<file path="src/jcfb_pkg.sv">
// Shared constants and types for the character bridge between a bus port and a JTAG node.
// Assumes a single system clock domain on the bus side; the link is sampled, not clocked.
package jcfb_pkg;

    // Register word selects on the slave port.
    localparam logic ADDR_DATA = 1'h0;
    localparam logic ADDR_CTRL = 1'h1;

    // Data register field positions.
    localparam int DATA_BYTE_LSB = 0;
    localparam int DATA_VALID_BIT = 15;
    localparam int DATA_COUNT_LSB = 16;

    // Control register field positions.
    localparam int CTRL_RIE_BIT = 0;
    localparam int CTRL_WIE_BIT = 1;
    localparam int CTRL_RPEND_BIT = 8;
    localparam int CTRL_WPEND_BIT = 9;
    localparam int CTRL_SPACE_LSB = 16;

    // Reset values of the software controls.
    localparam logic CTRL_RIE_RESET = 1'h0;
    localparam logic CTRL_WIE_RESET = 1'h0;

    // Depth limits and recommended defaults.
    localparam int MIN_DEPTH = 8;
    localparam int MAX_DEPTH = 32768;
    localparam int DEF_DEPTH = 64;
    localparam int DEF_THRESH = 8;

    // Link sample vector layout: clock, inbound valid, outbound take, inbound byte.
    localparam int LNK_W = 11;
    localparam int LNK_TCK = 10;
    localparam int LNK_INV = 9;
    localparam int LNK_TAKE = 8;
    localparam int LNK_DATA_LSB = 0;

    // Inbound skid buffer size.
    localparam logic [1:0] BUF_ENTRIES = 2'h2;

    // Longest simulated preload string, in characters.
    localparam int SIM_MAX_CHARS = 32;

    // Start-up phase of the block.
    typedef enum logic {PH_PRELOAD, PH_RUN} jcfb_phase_t;

endpackage

</file>
<file path="src/jcfb_top.sv">
// Character bridge: a two-word slave port on one side, a sampled JTAG node link on the other.
// Assumes the link pins change slowly against the system clock (several clocks per link period).
`timescale 1ns/1ps
`default_nettype none
module jcfb_top
    import jcfb_pkg::*;
#(
    parameter int WR_DEPTH = DEF_DEPTH,
    parameter int RD_DEPTH = DEF_DEPTH,
    parameter int WR_THRESH = DEF_THRESH,
    parameter int RD_THRESH = DEF_THRESH,
    parameter bit WR_USE_REGS = 1'b0,
    parameter bit RD_USE_REGS = 1'b0,
    parameter int SIM_LEN = 0,
    parameter logic [8*SIM_MAX_CHARS-1:0] SIM_TEXT = '0,
    parameter bit SIM_INTERACTIVE = 1'b0
) (
    // System clock and reset.
    input wire logic clock,
    input wire logic rst_n,
    // Slave port.
    input wire logic bus_addr,
    input wire logic bus_read,
    input wire logic bus_write,
    input wire logic [31:0] bus_wdata,
    output logic [31:0] bus_rdata,
    output logic bus_rvalid,
    // Interrupt request.
    output logic irq,
    // Link from the JTAG hub.
    input wire logic link_clock,
    input wire logic link_in_valid,
    input wire logic [7:0] link_in_data,
    output logic link_in_ready,
    output logic link_out_valid,
    output logic [7:0] link_out_data,
    input wire logic link_out_take
);

    // Pointer widths follow the depths; depths outside the legal set are not checked here.
    localparam int WAW = $clog2(WR_DEPTH);
    localparam int RAW = $clog2(RD_DEPTH);
    localparam logic [WAW:0] WR_FULL = (WAW + 1)'(WR_DEPTH);
    localparam logic [RAW:0] RD_FULL = (RAW + 1)'(RD_DEPTH);
    localparam logic [WAW:0] WR_TH = (WAW + 1)'(WR_THRESH);
    localparam logic [RAW:0] RD_TH = (RAW + 1)'(RD_THRESH);
    localparam logic [5:0] PRE_LEN = 6'(SIM_LEN);

    typedef struct packed {
        jcfb_phase_t phase;
        logic [5:0] pre_idx;
        logic [WAW-1:0] o_wp;
        logic [WAW-1:0] o_rp;
        logic [WAW:0] o_cnt;
        logic [RAW-1:0] i_wp;
        logic [RAW-1:0] i_rp;
        logic [RAW:0] i_cnt;
        logic rd_ie;
        logic wr_ie;
        logic irq;
        logic [31:0] rdata;
        logic rvalid;
        logic [LNK_W-1:0] s1;
        logic [LNK_W-1:0] s2;
        logic [LNK_W-1:0] s3;
        logic [LNK_W-1:0] filt;
        logic [2:0] rdy_seen;
        logic [2:0] val_seen;
        logic [7:0] b0;
        logic [7:0] b1;
        logic [1:0] bcnt;
    } jcfb_state_t;

    jcfb_state_t st;
    jcfb_state_t nxt;

    logic o_push;
    logic o_pop;
    logic i_push;
    logic i_pop;
    logic [7:0] i_wdata;
    logic [7:0] o_q;
    logic [7:0] i_q;
    logic tck_rise;
    logic in_take;
    logic drain;
    logic rd_pend;
    logic wr_pend;
    logic [1:0] c;

    // Cuts a FIFO count or space, passed in as 17 bits, down to the 16-bit report field.
    function automatic logic [15:0] jcfb_field16(input logic [16:0] v);
        return v[15:0];
    endfunction

    // Next-state logic for the whole block.
    always_comb begin
        nxt = st;
        c = 2'h0;

        // Three-stage sampling; a bit changes only when stages two and three agree.
        nxt.s1 = {link_clock, link_in_valid, link_out_take, link_in_data};
        nxt.s2 = st.s1;
        nxt.s3 = st.s2;
        for (int i = 0; i < LNK_W; i++) begin
            if (st.s2[i] == st.s3[i]) begin
                nxt.filt[i] = st.s3[i];
            end
        end
        tck_rise = nxt.filt[LNK_TCK] & ~st.filt[LNK_TCK];
        // Ready and valid as the host saw them at its edge, delayed like the pins, so a
        // slot freed during the sampling delay cannot take a byte the host still holds.
        nxt.rdy_seen = {st.rdy_seen[1:0], st.bcnt != BUF_ENTRIES};
        nxt.val_seen = {st.val_seen[1:0], st.o_cnt != '0};

        // Outbound side: the bus fills, the link drains on its clock edges.
        o_pop = tck_rise && nxt.filt[LNK_TAKE] && st.val_seen[2] && st.o_cnt != '0;
        o_push = bus_write && bus_addr == ADDR_DATA && st.o_cnt != WR_FULL;

        // Inbound path: link byte into the skid buffer, buffer into the FIFO.
        in_take = tck_rise && nxt.filt[LNK_INV] && st.rdy_seen[2] && st.bcnt != BUF_ENTRIES;
        drain = 1'b0;
        i_push = 1'b0;
        i_wdata = st.b0;
        if (st.phase == PH_PRELOAD) begin
            // Preload runs only when a string is configured and no console is used.
            if (SIM_INTERACTIVE || st.pre_idx >= PRE_LEN) begin
                nxt.phase = PH_RUN;
            end else if (st.i_cnt != RD_FULL) begin
                i_push = 1'b1;
                i_wdata = SIM_TEXT[8*st.pre_idx +: 8];
                nxt.pre_idx = st.pre_idx + 6'h01;
            end
        end else if (st.bcnt != 2'h0 && st.i_cnt != RD_FULL) begin
            drain = 1'b1;
            i_push = 1'b1;
        end

        // The buffer keeps at most two bytes; ready drops while both are taken.
        c = st.bcnt;
        if (drain) begin
            nxt.b0 = st.b1;
            c = c - 2'h1;
        end
        if (in_take) begin
            if (c == 2'h0) begin
                nxt.b0 = nxt.filt[LNK_DATA_LSB +: 8];
            end else begin
                nxt.b1 = nxt.filt[LNK_DATA_LSB +: 8];
            end
            c = c + 2'h1;
        end
        nxt.bcnt = c;

        // Bus read of the data word pops one byte when one is waiting.
        i_pop = bus_read && bus_addr == ADDR_DATA && st.i_cnt != '0;

        // Pointer and count updates.
        if (o_push) begin
            nxt.o_wp = st.o_wp + WAW'(1);
        end
        if (o_pop) begin
            nxt.o_rp = st.o_rp + WAW'(1);
        end
        nxt.o_cnt = st.o_cnt + (WAW + 1)'(o_push) - (WAW + 1)'(o_pop);
        if (i_push) begin
            nxt.i_wp = st.i_wp + RAW'(1);
        end
        if (i_pop) begin
            nxt.i_rp = st.i_rp + RAW'(1);
        end
        nxt.i_cnt = st.i_cnt + (RAW + 1)'(i_push) - (RAW + 1)'(i_pop);

        // Interrupt causes, from the current counts.
        wr_pend = st.wr_ie && st.o_cnt <= WR_TH;
        rd_pend = st.rd_ie && (RD_FULL - st.i_cnt) <= RD_TH;
        nxt.irq = wr_pend || rd_pend;

        // Control word write steers the interrupt enables.
        if (bus_write && bus_addr == ADDR_CTRL) begin
            nxt.rd_ie = bus_wdata[CTRL_RIE_BIT];
            nxt.wr_ie = bus_wdata[CTRL_WIE_BIT];
        end

        // Read answers one cycle after the request, from a register.
        nxt.rvalid = bus_read;
        if (bus_read) begin
            nxt.rdata = 32'h0000_0000;
            if (bus_addr == ADDR_DATA) begin
                if (i_pop) begin
                    nxt.rdata[DATA_BYTE_LSB +: 8] = i_q;
                    nxt.rdata[DATA_VALID_BIT] = 1'b1;
                    nxt.rdata[DATA_COUNT_LSB +: 16] = jcfb_field16(17'(st.i_cnt - 1'b1));
                end
            end else begin
                nxt.rdata[CTRL_RIE_BIT] = st.rd_ie;
                nxt.rdata[CTRL_WIE_BIT] = st.wr_ie;
                nxt.rdata[CTRL_RPEND_BIT] = rd_pend;
                nxt.rdata[CTRL_WPEND_BIT] = wr_pend;
                nxt.rdata[CTRL_SPACE_LSB +: 16] = jcfb_field16(17'(WR_FULL - st.o_cnt));
            end
        end
    end

    // State register; reset empties both FIFOs and restarts the preload phase.
    always_ff @(posedge clock) begin
        if (!rst_n) begin
            st <= '0;
            st.phase <= PH_PRELOAD;
            st.rd_ie <= CTRL_RIE_RESET;
            st.wr_ie <= CTRL_WIE_RESET;
            st.rdy_seen <= '1; // Ready shows a free slot all through reset.
        end else begin
            st <= nxt;
        end
    end

    // Stores read at the next pointer, so the head byte is ready the cycle after a pop.
    jcfb_mem #(.DEPTH(WR_DEPTH), .AW(WAW), .USE_REGS(WR_USE_REGS)) u_out_mem (
        .clock(clock),
        .rst_n(rst_n),
        .wr_en(o_push),
        .wr_addr(st.o_wp),
        .wr_data(bus_wdata[7:0]),
        .rd_addr(nxt.o_rp),
        .rd_data(o_q)
    );

    jcfb_mem #(.DEPTH(RD_DEPTH), .AW(RAW), .USE_REGS(RD_USE_REGS)) u_in_mem (
        .clock(clock),
        .rst_n(rst_n),
        .wr_en(i_push),
        .wr_addr(st.i_wp),
        .wr_data(i_wdata),
        .rd_addr(nxt.i_rp),
        .rd_data(i_q)
    );

    // Outputs.
    assign bus_rdata = st.rdata;
    assign bus_rvalid = st.rvalid;
    assign irq = st.irq;
    assign link_in_ready = st.bcnt != BUF_ENTRIES; // Ready is the buffer's free slot.
    assign link_out_valid = st.o_cnt != '0;
    assign link_out_data = o_q;

    // Checks kept beside the logic.
    a_full_write_drop: assert property (@(posedge clock) disable iff (!rst_n)
        (bus_write && bus_addr == ADDR_DATA && st.o_cnt == WR_FULL && !o_pop)
        |=> (st.o_cnt == $past(st.o_cnt) && st.o_wp == $past(st.o_wp)))
        else $error("Write to full outbound FIFO changed its state.");

    a_out_push_count: assert property (@(posedge clock) disable iff (!rst_n)
        (o_push && !o_pop) |=> st.o_cnt == $past(st.o_cnt) + 1'b1)
        else $error("Outbound count did not grow on a write.");

    a_out_link_pop: assert property (@(posedge clock) disable iff (!rst_n)
        (o_pop && !o_push) |=> (st.o_cnt == $past(st.o_cnt) - 1'b1 && !$past(st.o_cnt == '0)))
        else $error("Outbound count did not fall on a link take.");

    a_in_fill_count: assert property (@(posedge clock) disable iff (!rst_n)
        (i_push && !i_pop) |=> st.i_cnt == $past(st.i_cnt) + 1'b1)
        else $error("Inbound count did not grow on a delivered byte.");

    a_wr_irq_level: assert property (@(posedge clock) disable iff (!rst_n)
        (st.wr_ie && st.o_cnt <= WR_TH) |=> irq)
        else $error("Outbound threshold reached without interrupt.");

    a_rd_irq_level: assert property (@(posedge clock) disable iff (!rst_n)
        (st.rd_ie && (RD_FULL - st.i_cnt) <= RD_TH) |=> irq)
        else $error("Inbound threshold reached without interrupt.");

    a_irq_has_cause: assert property (@(posedge clock) disable iff (!rst_n)
        $rose(irq) |-> $past(wr_pend || rd_pend))
        else $error("Interrupt rose without an enabled cause.");

    a_data_read_byte: assert property (@(posedge clock) disable iff (!rst_n)
        i_pop |=> (bus_rvalid && bus_rdata[DATA_VALID_BIT] && bus_rdata[14:8] == 7'h00))
        else $error("Data word read did not return one flagged byte.");

    a_reset_empties: assert property (@(posedge clock)
        !rst_n |=> (st.o_cnt == '0 && st.i_cnt == '0 && st.bcnt == 2'h0 && !irq))
        else $error("Reset did not empty the FIFOs.");

    a_preload_step: assert property (@(posedge clock) disable iff (!rst_n)
        (st.phase == PH_PRELOAD && !SIM_INTERACTIVE && st.pre_idx < PRE_LEN
            && st.i_cnt != RD_FULL)
        |=> st.i_cnt == $past(st.i_cnt) + 1'b1 - (RAW + 1)'($past(i_pop)))
        else $error("Preload did not place its next character.");

    a_in_pop_count: assert property (@(posedge clock) disable iff (!rst_n)
        (i_pop && !i_push) |=> st.i_cnt == $past(st.i_cnt) - 1'b1)
        else $error("Inbound count did not fall on a data read.");

    a_read_answer: assert property (@(posedge clock) disable iff (!rst_n)
        bus_read |=> bus_rvalid)
        else $error("Read request got no answer one cycle on.");

    a_no_stray_answer: assert property (@(posedge clock) disable iff (!rst_n)
        !bus_read |=> !bus_rvalid)
        else $error("Read answer appeared without a request.");

    a_empty_read_zero: assert property (@(posedge clock) disable iff (!rst_n)
        (bus_read && bus_addr == ADDR_DATA && st.i_cnt == '0) |=> bus_rdata == 32'h0000_0000)
        else $error("Read of the empty inbound FIFO returned data.");

    a_ctrl_enable_write: assert property (@(posedge clock) disable iff (!rst_n)
        (bus_write && bus_addr == ADDR_CTRL)
        |=> (st.rd_ie == $past(bus_wdata[CTRL_RIE_BIT])
            && st.wr_ie == $past(bus_wdata[CTRL_WIE_BIT])))
        else $error("Control write did not set the interrupt enables.");

    a_irq_no_cause: assert property (@(posedge clock) disable iff (!rst_n)
        !(wr_pend || rd_pend) |=> !irq)
        else $error("Interrupt stayed high with no enabled cause.");

    a_out_count_bound: assert property (@(posedge clock) disable iff (!rst_n)
        st.o_cnt <= WR_FULL)
        else $error("Outbound count exceeded the FIFO depth.");

    a_in_count_bound: assert property (@(posedge clock) disable iff (!rst_n)
        st.i_cnt <= RD_FULL)
        else $error("Inbound count exceeded the FIFO depth.");

    a_refused_link_byte: assert property (@(posedge clock) disable iff (!rst_n)
        (tck_rise && nxt.filt[LNK_INV] && !st.rdy_seen[2]) |=> st.bcnt <= $past(st.bcnt))
        else $error("A byte offered while not ready entered the buffer.");

endmodule
`default_nettype wire

</file>
<file path="src/jcfb_mem.sv">
// Byte store for one FIFO of the bridge, with a registered read port.
// Assumes the caller keeps pointers in range; no reset on the array itself.
`timescale 1ns/1ps
`default_nettype none
module jcfb_mem
    import jcfb_pkg::*;
#(
    parameter int DEPTH = DEF_DEPTH,
    parameter int AW = 6,
    parameter bit USE_REGS = 1'b0
) (
    // Clock and reset.
    input wire logic clock,
    input wire logic rst_n,
    // Write port.
    input wire logic wr_en,
    input wire logic [AW-1:0] wr_addr,
    input wire logic [7:0] wr_data,
    // Read port.
    input wire logic [AW-1:0] rd_addr,
    output logic [7:0] rd_data
);

    logic [7:0] store [DEPTH];

    // Both builds hold the same words; only the resources used differ.
    generate
        if (USE_REGS) begin : g_regs
            for (genvar i = 0; i < DEPTH; i++) begin : g_word
                always_ff @(posedge clock) begin
                    if (wr_en && wr_addr == AW'(i)) begin
                        store[i] <= wr_data;
                    end
                end
            end
        end else begin : g_block
            always_ff @(posedge clock) begin
                if (wr_en) begin
                    store[wr_addr] <= wr_data;
                end
            end
        end
    endgenerate

    // A write to the word being read is passed straight through, so a freshly
    // written head byte is never shadowed by the stale one.
    always_ff @(posedge clock) begin
        if (!rst_n) begin
            rd_data <= 8'h00;
        end else if (wr_en && wr_addr == rd_addr) begin
            rd_data <= wr_data;
        end else begin
            rd_data <= store[rd_addr];
        end
    end

endmodule
`default_nettype wire

</file>
<file path="config.mk">
export PLATFORM = sky130hd
export DESIGN_NAME = jcfb_top
export DESIGN_NICKNAME = d
export VERILOG_FILES = /design/src/jcfb_pkg.sv /design/src/jcfb_top.sv /design/src/jcfb_mem.sv
export SDC_FILE = /design/constraint.sdc
export NUM_CORES = 1
export LEC_CHECK = 0
export BUFFER_PORTS_ARGS = -buffer_cell sky130_fd_sc_hd__buf_2
export CORE_MARGIN = 1.5
export CORE_UTILIZATION = 55
export CTS_BUF_LIST = sky130_fd_sc_hd__clkbuf_2
export CTS_CLUSTER_SIZE = 16
export DETAILED_ROUTE_END_ITERATION = 8
export PLACE_DENSITY = 0.79
export SETUP_SLACK_MARGIN = 0.05
export SYNTH_ARGS = -nofsm -noshare
export SYNTH_HDL_FRONTEND = slang
export SYNTH_SLANG_ARGS = --single-unit
</file>
<file path="constraint.sdc">
create_clock -name clock -period 4.52 [get_ports clock]
set_input_delay 0.678 -clock clock [delete_from_list [all_inputs] [get_ports clock]]
set_output_delay 0.678 -clock clock [all_outputs]
set_load 0.05 [all_outputs]
</file>
==> results of run 1 <==
final timing paths:
kind	endpoint	startpoint	cells past startpoint	slack, ns
worst max-delay path	u_in_mem.rd_data[4]$_SDFF_PN0_	st[108]$_SDFF_PN0_	12	0.29
worst max register to register	u_in_mem.rd_data[4]$_SDFF_PN0_	st[108]$_SDFF_PN0_	12	0.29
worst min register to register	st[23]$_SDFF_PN1_	nxt[23]$_SDFF_PN1_	1	0.41
worst min-delay path	st[137]$_SDFFE_PN0P_	bus_write	5	0.30
registers in the layout, summed over array words and instances (netlist names):
name / count
bus_rdata: 19
bus_rvalid: 1
nxt: 26
irq: 1
u_in_mem.rd_data: 8
u_out_mem.store: 512
u_in_mem.store: 512
st: 83
u_out_mem.rd_data: 8
per-stage QoR:
stage | hold WS, ns | std cells | util | total power, W
2_1_floorplan | 0.386 | 3503 | - | 0.0141
3_3_place_gp | 0.393 | 4694 | 0.573 | 0.0149
3_5_place_dp | 0.407 | 4694 | 0.573 | 0.0149
4_1_cts | 0.136 | 5221 | 0.604 | 0.0216
5_1_grt | 0.209 | 5225 | 0.605 | 0.0224
6_report | 0.301 | 5226 | 0.605 | 0.0215
critical path: stages, from the launching register on:
cell,delay (ns)
dfxtp_1,0.44
inv_1,0.15
ha_1,0.31
and4b_2,0.33
buf_4,0.24
buf_4,0.23
o21ai_2,0.22
nand2_4,0.15
buf_4,0.34
nor2_1,0.42
a221oi_1,0.20
a221oi_1,0.63
or4b_1,0.49
cells in the final DEF (no fill, tap or decap), types with 45 or more instances in the layout:
master         instances
and2_1                54
mux2i_1              191
nand3_1               62
a21oi_1               71
mux2_2                52
o21ai_0               50
nand2_1              240
inv_1                 45
dfxtp_1              134
a22oi_1               78
dlygate4sd3_1         52
edfxtp_1            1024
a211oi_1              75
buf_4                132
mux4_2               254
nand2b_1             119
buf_2                 62
clkbuf_2             419
nor2_1               266
final cells by class:
cell class / count / area, sq um
Antenna cell: 5 / 12.5
Clock buffer: 419 / 2100
Clock inverter: 56 / 332
Fill cell: 6909 / 37500
Inverter: 49 / 184
Multi-Input combinational cell: 2009 / 17500
Sequential cell: 1170 / 33700
Tap cell: 1265 / 1580
Timing Repair Buffer: 253 / 1960
metal layers:
metal	GRT usage	part of all wire
met4	0.112	0.035
met2	0.416	0.48
met1	0.354	0.38
met5	0	0.0011
met3	0.0612	0.10
power by group:
part,internal [W],total (W),switching [W]
Sequential,0.0118,0.0119,0.000116
Clock,0.00268,0.00670,0.00402
Combinational,0.00105,0.00291,0.00186
logic make-up (layout without fill, tap and decap cells):
family	Yosys count	count (layout)	share of synthesized area
simple gates	885	885	0.0811
fa+ha+maj	53	53	0.0124
xor+xnor	51	51	0.00942
other cells	1	10	0.0000713
mux	497	497	0.156
compound gates	518	518	0.0721
flops	1170	1170	0.640
buf+inv	324	777	0.0281
what timing repair did:
item	CTS	global route
hold endpoints to repair	612	0
hold buffers	52	0
buffers inserted	0	0
==> results.json, run 1 <==
{
  "run_status": "finished clean",
  "synth_common_cells": "edfxtp_1 (1024), nor2_1 (267), mux4_2 (254)",
  "numCtsBuffers": 301,
  "avgRoutedWirePerCell_um": 24.6,
  "startpoint_type": "flop",
  "cts_resized": 0,
  "die_h_um": 312,
  "hold_violations": 0,
  "syn_inst": 3499,
  "coreArea_sq_um": 94900,
  "gp_congestion": 0.966,
  "placed_area_sq_um": 54400,
  "drtAntennaViolNets": 0,
  "p_leak_nw": 19.2,
  "path_max_fanout": 29,
  "clkTransAtPathRegs_ns": 0.12,
  "overflow": 0,
  "cts-root-buf": "clkbuf_2",
  "synth_ff_type": "edfxtp_1",
  "area_growth_pct": 9.10,
  "netlist_area_sq_um": 52600,
  "min_path_type": "input port to flop",
  "period_minus_slack_ns": 4.23,
  "synth.most_common_cell": "edfxtp_1",
  "setup_viol": 0,
  "worstSkewPairLatency_ns": 1.55,
  "antenna_found_initial": 5,
  "drt_iter0_markers": 4263,
  "yosysTopAreaCellShare": 0.585,
  "cts_tree": "built",
  "rsz0062_at_grt": "no",
  "grt_pass1_vias": 33300,
  "synth-seq-cells": 1170,
  "drc": 0,
  "fmax_mhz": 237,
  "fin_ws_ns": 0.293,
  "num_rows": 113,
  "clk_path_buf_depth": 4,
  "ys_seq_area_frac": 0.640,
  "post-route-period-util": 0.935,
  "peakVddDrop_v": 0.000241,
  "yosysWarnings": 0,
  "synth-async-reset-ratio": 0,
  "fin_skew_ns": 0.211,
  "h-tree-depth": 5,
  "cp-end-kind": "flop",
  "grt_max_degree": 97,
  "postRouteWirelength_um": 129000,
  "clock_sinks": 1170,
  "setup.worst_path.class": "flop to flop",
  "drive_gt1_frac": 0.251,
  "grt_first_pass_wirelength_um": 195000,
  "io_pins": 92,
  "die_x_um": 312,
  "yosys.area.top_type": "edfxtp_1",
  "fin_setup_tns_ns": 0,
  "synthDistinctLibCells": 85,
  "power.density_nw_per_um2": 375,
  "synth_area_leaders": "edfxtp_1 (58%), mux4_2 (11%), dfxtp_1 (5.6%)",
  "io_buffers": 62,
  "via_per_inst": 6.37,
  "final_area_sq_um": 57400,
  "nets": 3875,
  "start_util": 0.554,
  "dp_hpwl_um": 79400,
  "avgSynthCellArea_sq_um": 15.0,
  "dpl_worst_slack_ns": 0.443,
  "arrival_ns": 5.63,
  "tightest_slew_ns": 1.20,
  "drtPass1Iterations": 6,
  "grt_use_total": 0.263,
  "num_vias": 33300,
  "drv_cap": 0,
  "cp.required_ns": 5.93,
  "slew_headroom": 0.202,
  "synth_enable_flop_cells": 1024,
  "drv_slew": 0,
  "fp.dieArea_sq_um": 97500
}
Note: power is estimated with default switching activity, not from simulation.
==> run 2, diff against run 1 <==
Settings changed: ABC_AREA set to 1.
==> run 2 against run 1 <==
Global-route usage fell by 0.87 points. Total power rose by 0.93%. Non-clock buffer count fell by 12. Clock power rose by 3%. First-iteration DRC count fell by 14%. Utilization barely moved. Worst setup slack improved by 0.14 ns. Routed wire length fell by 5.8%. Combinational power rose by 2%. Synthesized cell count rose by 33%. Critical path type unchanged. Critical endpoint is now u_out_mem.rd_data[2]$_SDFF_PN0_. Largest power group unchanged.
==> results.json, run 2 <==
{
  "avgSynthCellArea_sq_um": 10.9,
  "cts-root-buf": "clkbuf_2",
  "multi_input_area_sq_um": 13100,
  "slew_headroom": 0.125,
  "critPathTopFamily": "buffers and inverters",
  "final_area_sq_um": 55400,
  "synth_area_leaders": "edfxtp_1 (61%), nand3_1 (7.9%), dfxtp_1 (5.8%)",
  "via_per_inst": 5.69,
  "path_max_fanout": 36,
  "grt_max_degree": 135,
  "start_util": 0.555,
  "min_path_type": "input port to flop",
  "clock_sinks": 1170,
  "synth_enable_flop_cells": 1024,
  "cp-end-kind": "flop",
  "yosysWarnings": 0,
  "hold_violations": 0,
  "slowest_stage": "o21ai_4",
  "antenna_found_initial": 3,
  "tightest_slew_ns": 1.31,
  "gp_congestion": 0.902,
  "final_cell_mix": "edfxtp_1 (1024), nand3_1 (801), nand2_1 (733)",
  "cpMostUsedCell": "nand3_1",
  "synth.most_common_cell": "edfxtp_1",
  "grt_pass1_vias": 34800,
  "yosysTopAreaCellShare": 0.605,
  "postRouteWirelength_um": 121000,
  "p_seq_frac": 0.546,
  "synth_ff_type": "edfxtp_1",
  "num_vias": 35900,
  "regArea_sq_um": 33700,
  "power_switching_w": 0.00628,
  "startpoint_type": "flop",
  "num_rows": 111,
  "numCtsBuffers": 299,
  "clk_path_buf_depth": 4,
  "fin_ws_ns": 0.430,
  "area_growth_pct": 9.01,
  "fmax_mhz": 244,
  "yosys.area.top_type": "edfxtp_1",
  "crit_chain": "inv_1, ha_1, nand2_2, nor2_4, nor2_2, nand2_4, inv_4, o21ai_4, inv_2, buf_4, nand3_1, nand3_1, nand3_1, nand3_1, nand3_2, nand2_1, inv_1",
  "cp.required_ns": 5.94,
  "drc": 0,
  "coreArea_sq_um": 91500,
  "dpl_worst_slack_ns": 0.615,
  "final_common_cell": "edfxtp_1",
  "fin_skew_ns": 0.197,
  "synth-seq-cells": 1170,
  "setup.worst_path.class": "flop to flop",
  "avgRoutedWirePerCell_um": 19.2,
  "switching_share": 0.289,
  "timing.hold.ws_ns": 0.129,
  "drv_cap": 0,
  "worstSkewPairLatency_ns": 1.64,
  "drtAntennaViolNets": 0,
  "peakVddDrop_v": 0.000294,
  "drtPass1Iterations": 6,
  "dp_hpwl_um": 70200,
  "netlist_area_sq_um": 50800,
  "synth-async-reset-ratio": 0,
  "post-route-period-util": 0.905,
  "run_status": "finished clean",
  "power.density_nw_per_um2": 392,
  "drv_slew": 0,
  "grt_use_total": 0.255,
  "postLayoutCoreUtil": 0.605,
  "fillers": 7021,
  "die_h_um": 307,
  "h-tree-depth": 5,
  "setup_viol": 0,
  "drt_iter0_markers": 3686,
  "reg.largest.list": "u_in_mem.store (512), u_out_mem.store (512), st (83)",
  "io_buffers": 62,
  "synth_common_cells": "edfxtp_1 (1024), nand3_1 (801), nand2_1 (734)",
  "die_x_um": 307,
  "cp_slowest_stage_delay_ns": 0.94,
  "syn_inst": 4660,
  "critPathBufInv": 5,
  "pwr-share-clk": 0.317,
  "cts_resized": 0,
  "nets": 4999,
  "period_minus_slack_ns": 4.09,
  "grt_first_pass_wirelength_um": 185000,
  "pwr-share-comb": 0.137,
  "synthDistinctLibCells": 55,
  "io_pins": 92,
  "drive_gt1_frac": 0.140,
  "clkTransAtPathRegs_ns": 0.10,
  "arrival_ns": 5.51,
  "p_leak_nw": 22.5,
  "placed_area_sq_um": 52300,
  "rsz0062_at_grt": "no",
  "ys_seq_area_frac": 0.663,
  "fin_setup_tns_ns": 0,
  "fp.dieArea_sq_um": 94200,
  "p_int_w": 0.0154,
  "cts_tree": "built",
  "overflow": 0
}
-- run 2: changes by cell type after synthesis, sizes merged, moves of 146 or more --
cell,previous run,this run
mux4,254,0
mux2i,191,0
nand3,63,812
inv,48,665
nand2,243,746
nand3b,6,152
-- run 2: path summary, 6_finish.rpt --
path                                endpoint  cells after the start               start  slack (ns)
max          u_out_mem.rd_data[2]$_SDFF_PN0_                     17  st[124]$_SDFF_PN0_        0.43
min               bus_rdata[18]$_SDFFE_PN0P_                      3            bus_read        0.13
max reg2reg  u_out_mem.rd_data[2]$_SDFF_PN0_                     17  st[124]$_SDFF_PN0_        0.43
min reg2reg               nxt[38]$_SDFF_PN0_                      2  nxt[49]$_SDFF_PN0_        0.41
-- run 2: timing repair --
action / 4_1_cts / 5_1_grt
buffers inserted: 0 / 0
hold endpoints to repair: 520 / 0
hold buffers: 50 / 0
-- run 2: cells by family (layout without fill, tap and decap cells) --
family	count (synthesis)	in the layout	synth area share
AOI/OAI and AO/OA	496	496	0.0604
xor gates and xnor gates	16	16	0.00335
adders and majority gates	44	44	0.0111
buffers and inverters	974	1423	0.0808
DFF	1170	1170	0.663
other	1	11	0.0000738
and+or+nand+nor	1959	1959	0.181
-- run 2: per-layer routing --
metal,up-vias,routed length (um),global-route usage
met5,-,13,0
met4,2,5440,0.140
li1,16700,-,-
met1,16900,46100,0.318
met3,362,10500,0.0458
met2,1888,59100,0.422
-- run 2: per-stage QoR --
| stage | std cells | power (W) |
|---|---|---|
| 3_5_place_dp | 5743 | 0.0150 |
| 4_1_cts | 6299 | 0.0217 |
| 2_1_floorplan | 4664 | 0.0142 |
| 6_report | 6305 | 0.0217 |
| 3_3_place_gp | 5743 | 0.0149 |
| 5_1_grt | 6305 | 0.0226 |
-- run 2: final cells by class --
cell class | instances | area share
clock buffers | 436 | 0.0394
repair buffers | 241 | 0.0357
well taps | 1186 | 0.0268
diodes | 6 | 0.000271
clock inverters | 70 | 0.00644
multi-input cells | 2520 | 0.237
inverters | 676 | 0.0460
flip-flops and latches | 1170 | 0.608
-- run 2: power by group through the flow --
| stage | logic, W | clock network (W) | registers [W] |
|---|---|---|---|
| after CTS | 0.00293 | 0.00693 | 0.0118 |
| after floorplan | 0.00206 | 0 | 0.0121 |
| final | 0.00298 | 0.00687 | 0.0119 |
| after detailed placement | 0.00288 | 0 | 0.0121 |
| after global placement | 0.00278 | 0 | 0.0121 |
| after global routing | 0.00328 | 0.00745 | 0.0119 |
-- run 2: worst register-to-register path, cell delays in order, from the launching register on --
cell and delay [ns]:
dfxtp_1 0.35, inv_1 0.11, ha_1 0.27, nand2_2 0.11, nor2_4 0.16, nor2_2 0.06, nand2_4 0.14, inv_4 0.09
o21ai_4 0.94, inv_2 0.62, buf_4 0.37, nand3_1 0.10, nand3_1 0.10, nand3_1 0.22, nand3_1 0.12, nand3_2 0.08
nand2_1 0.10, inv_1 0.08
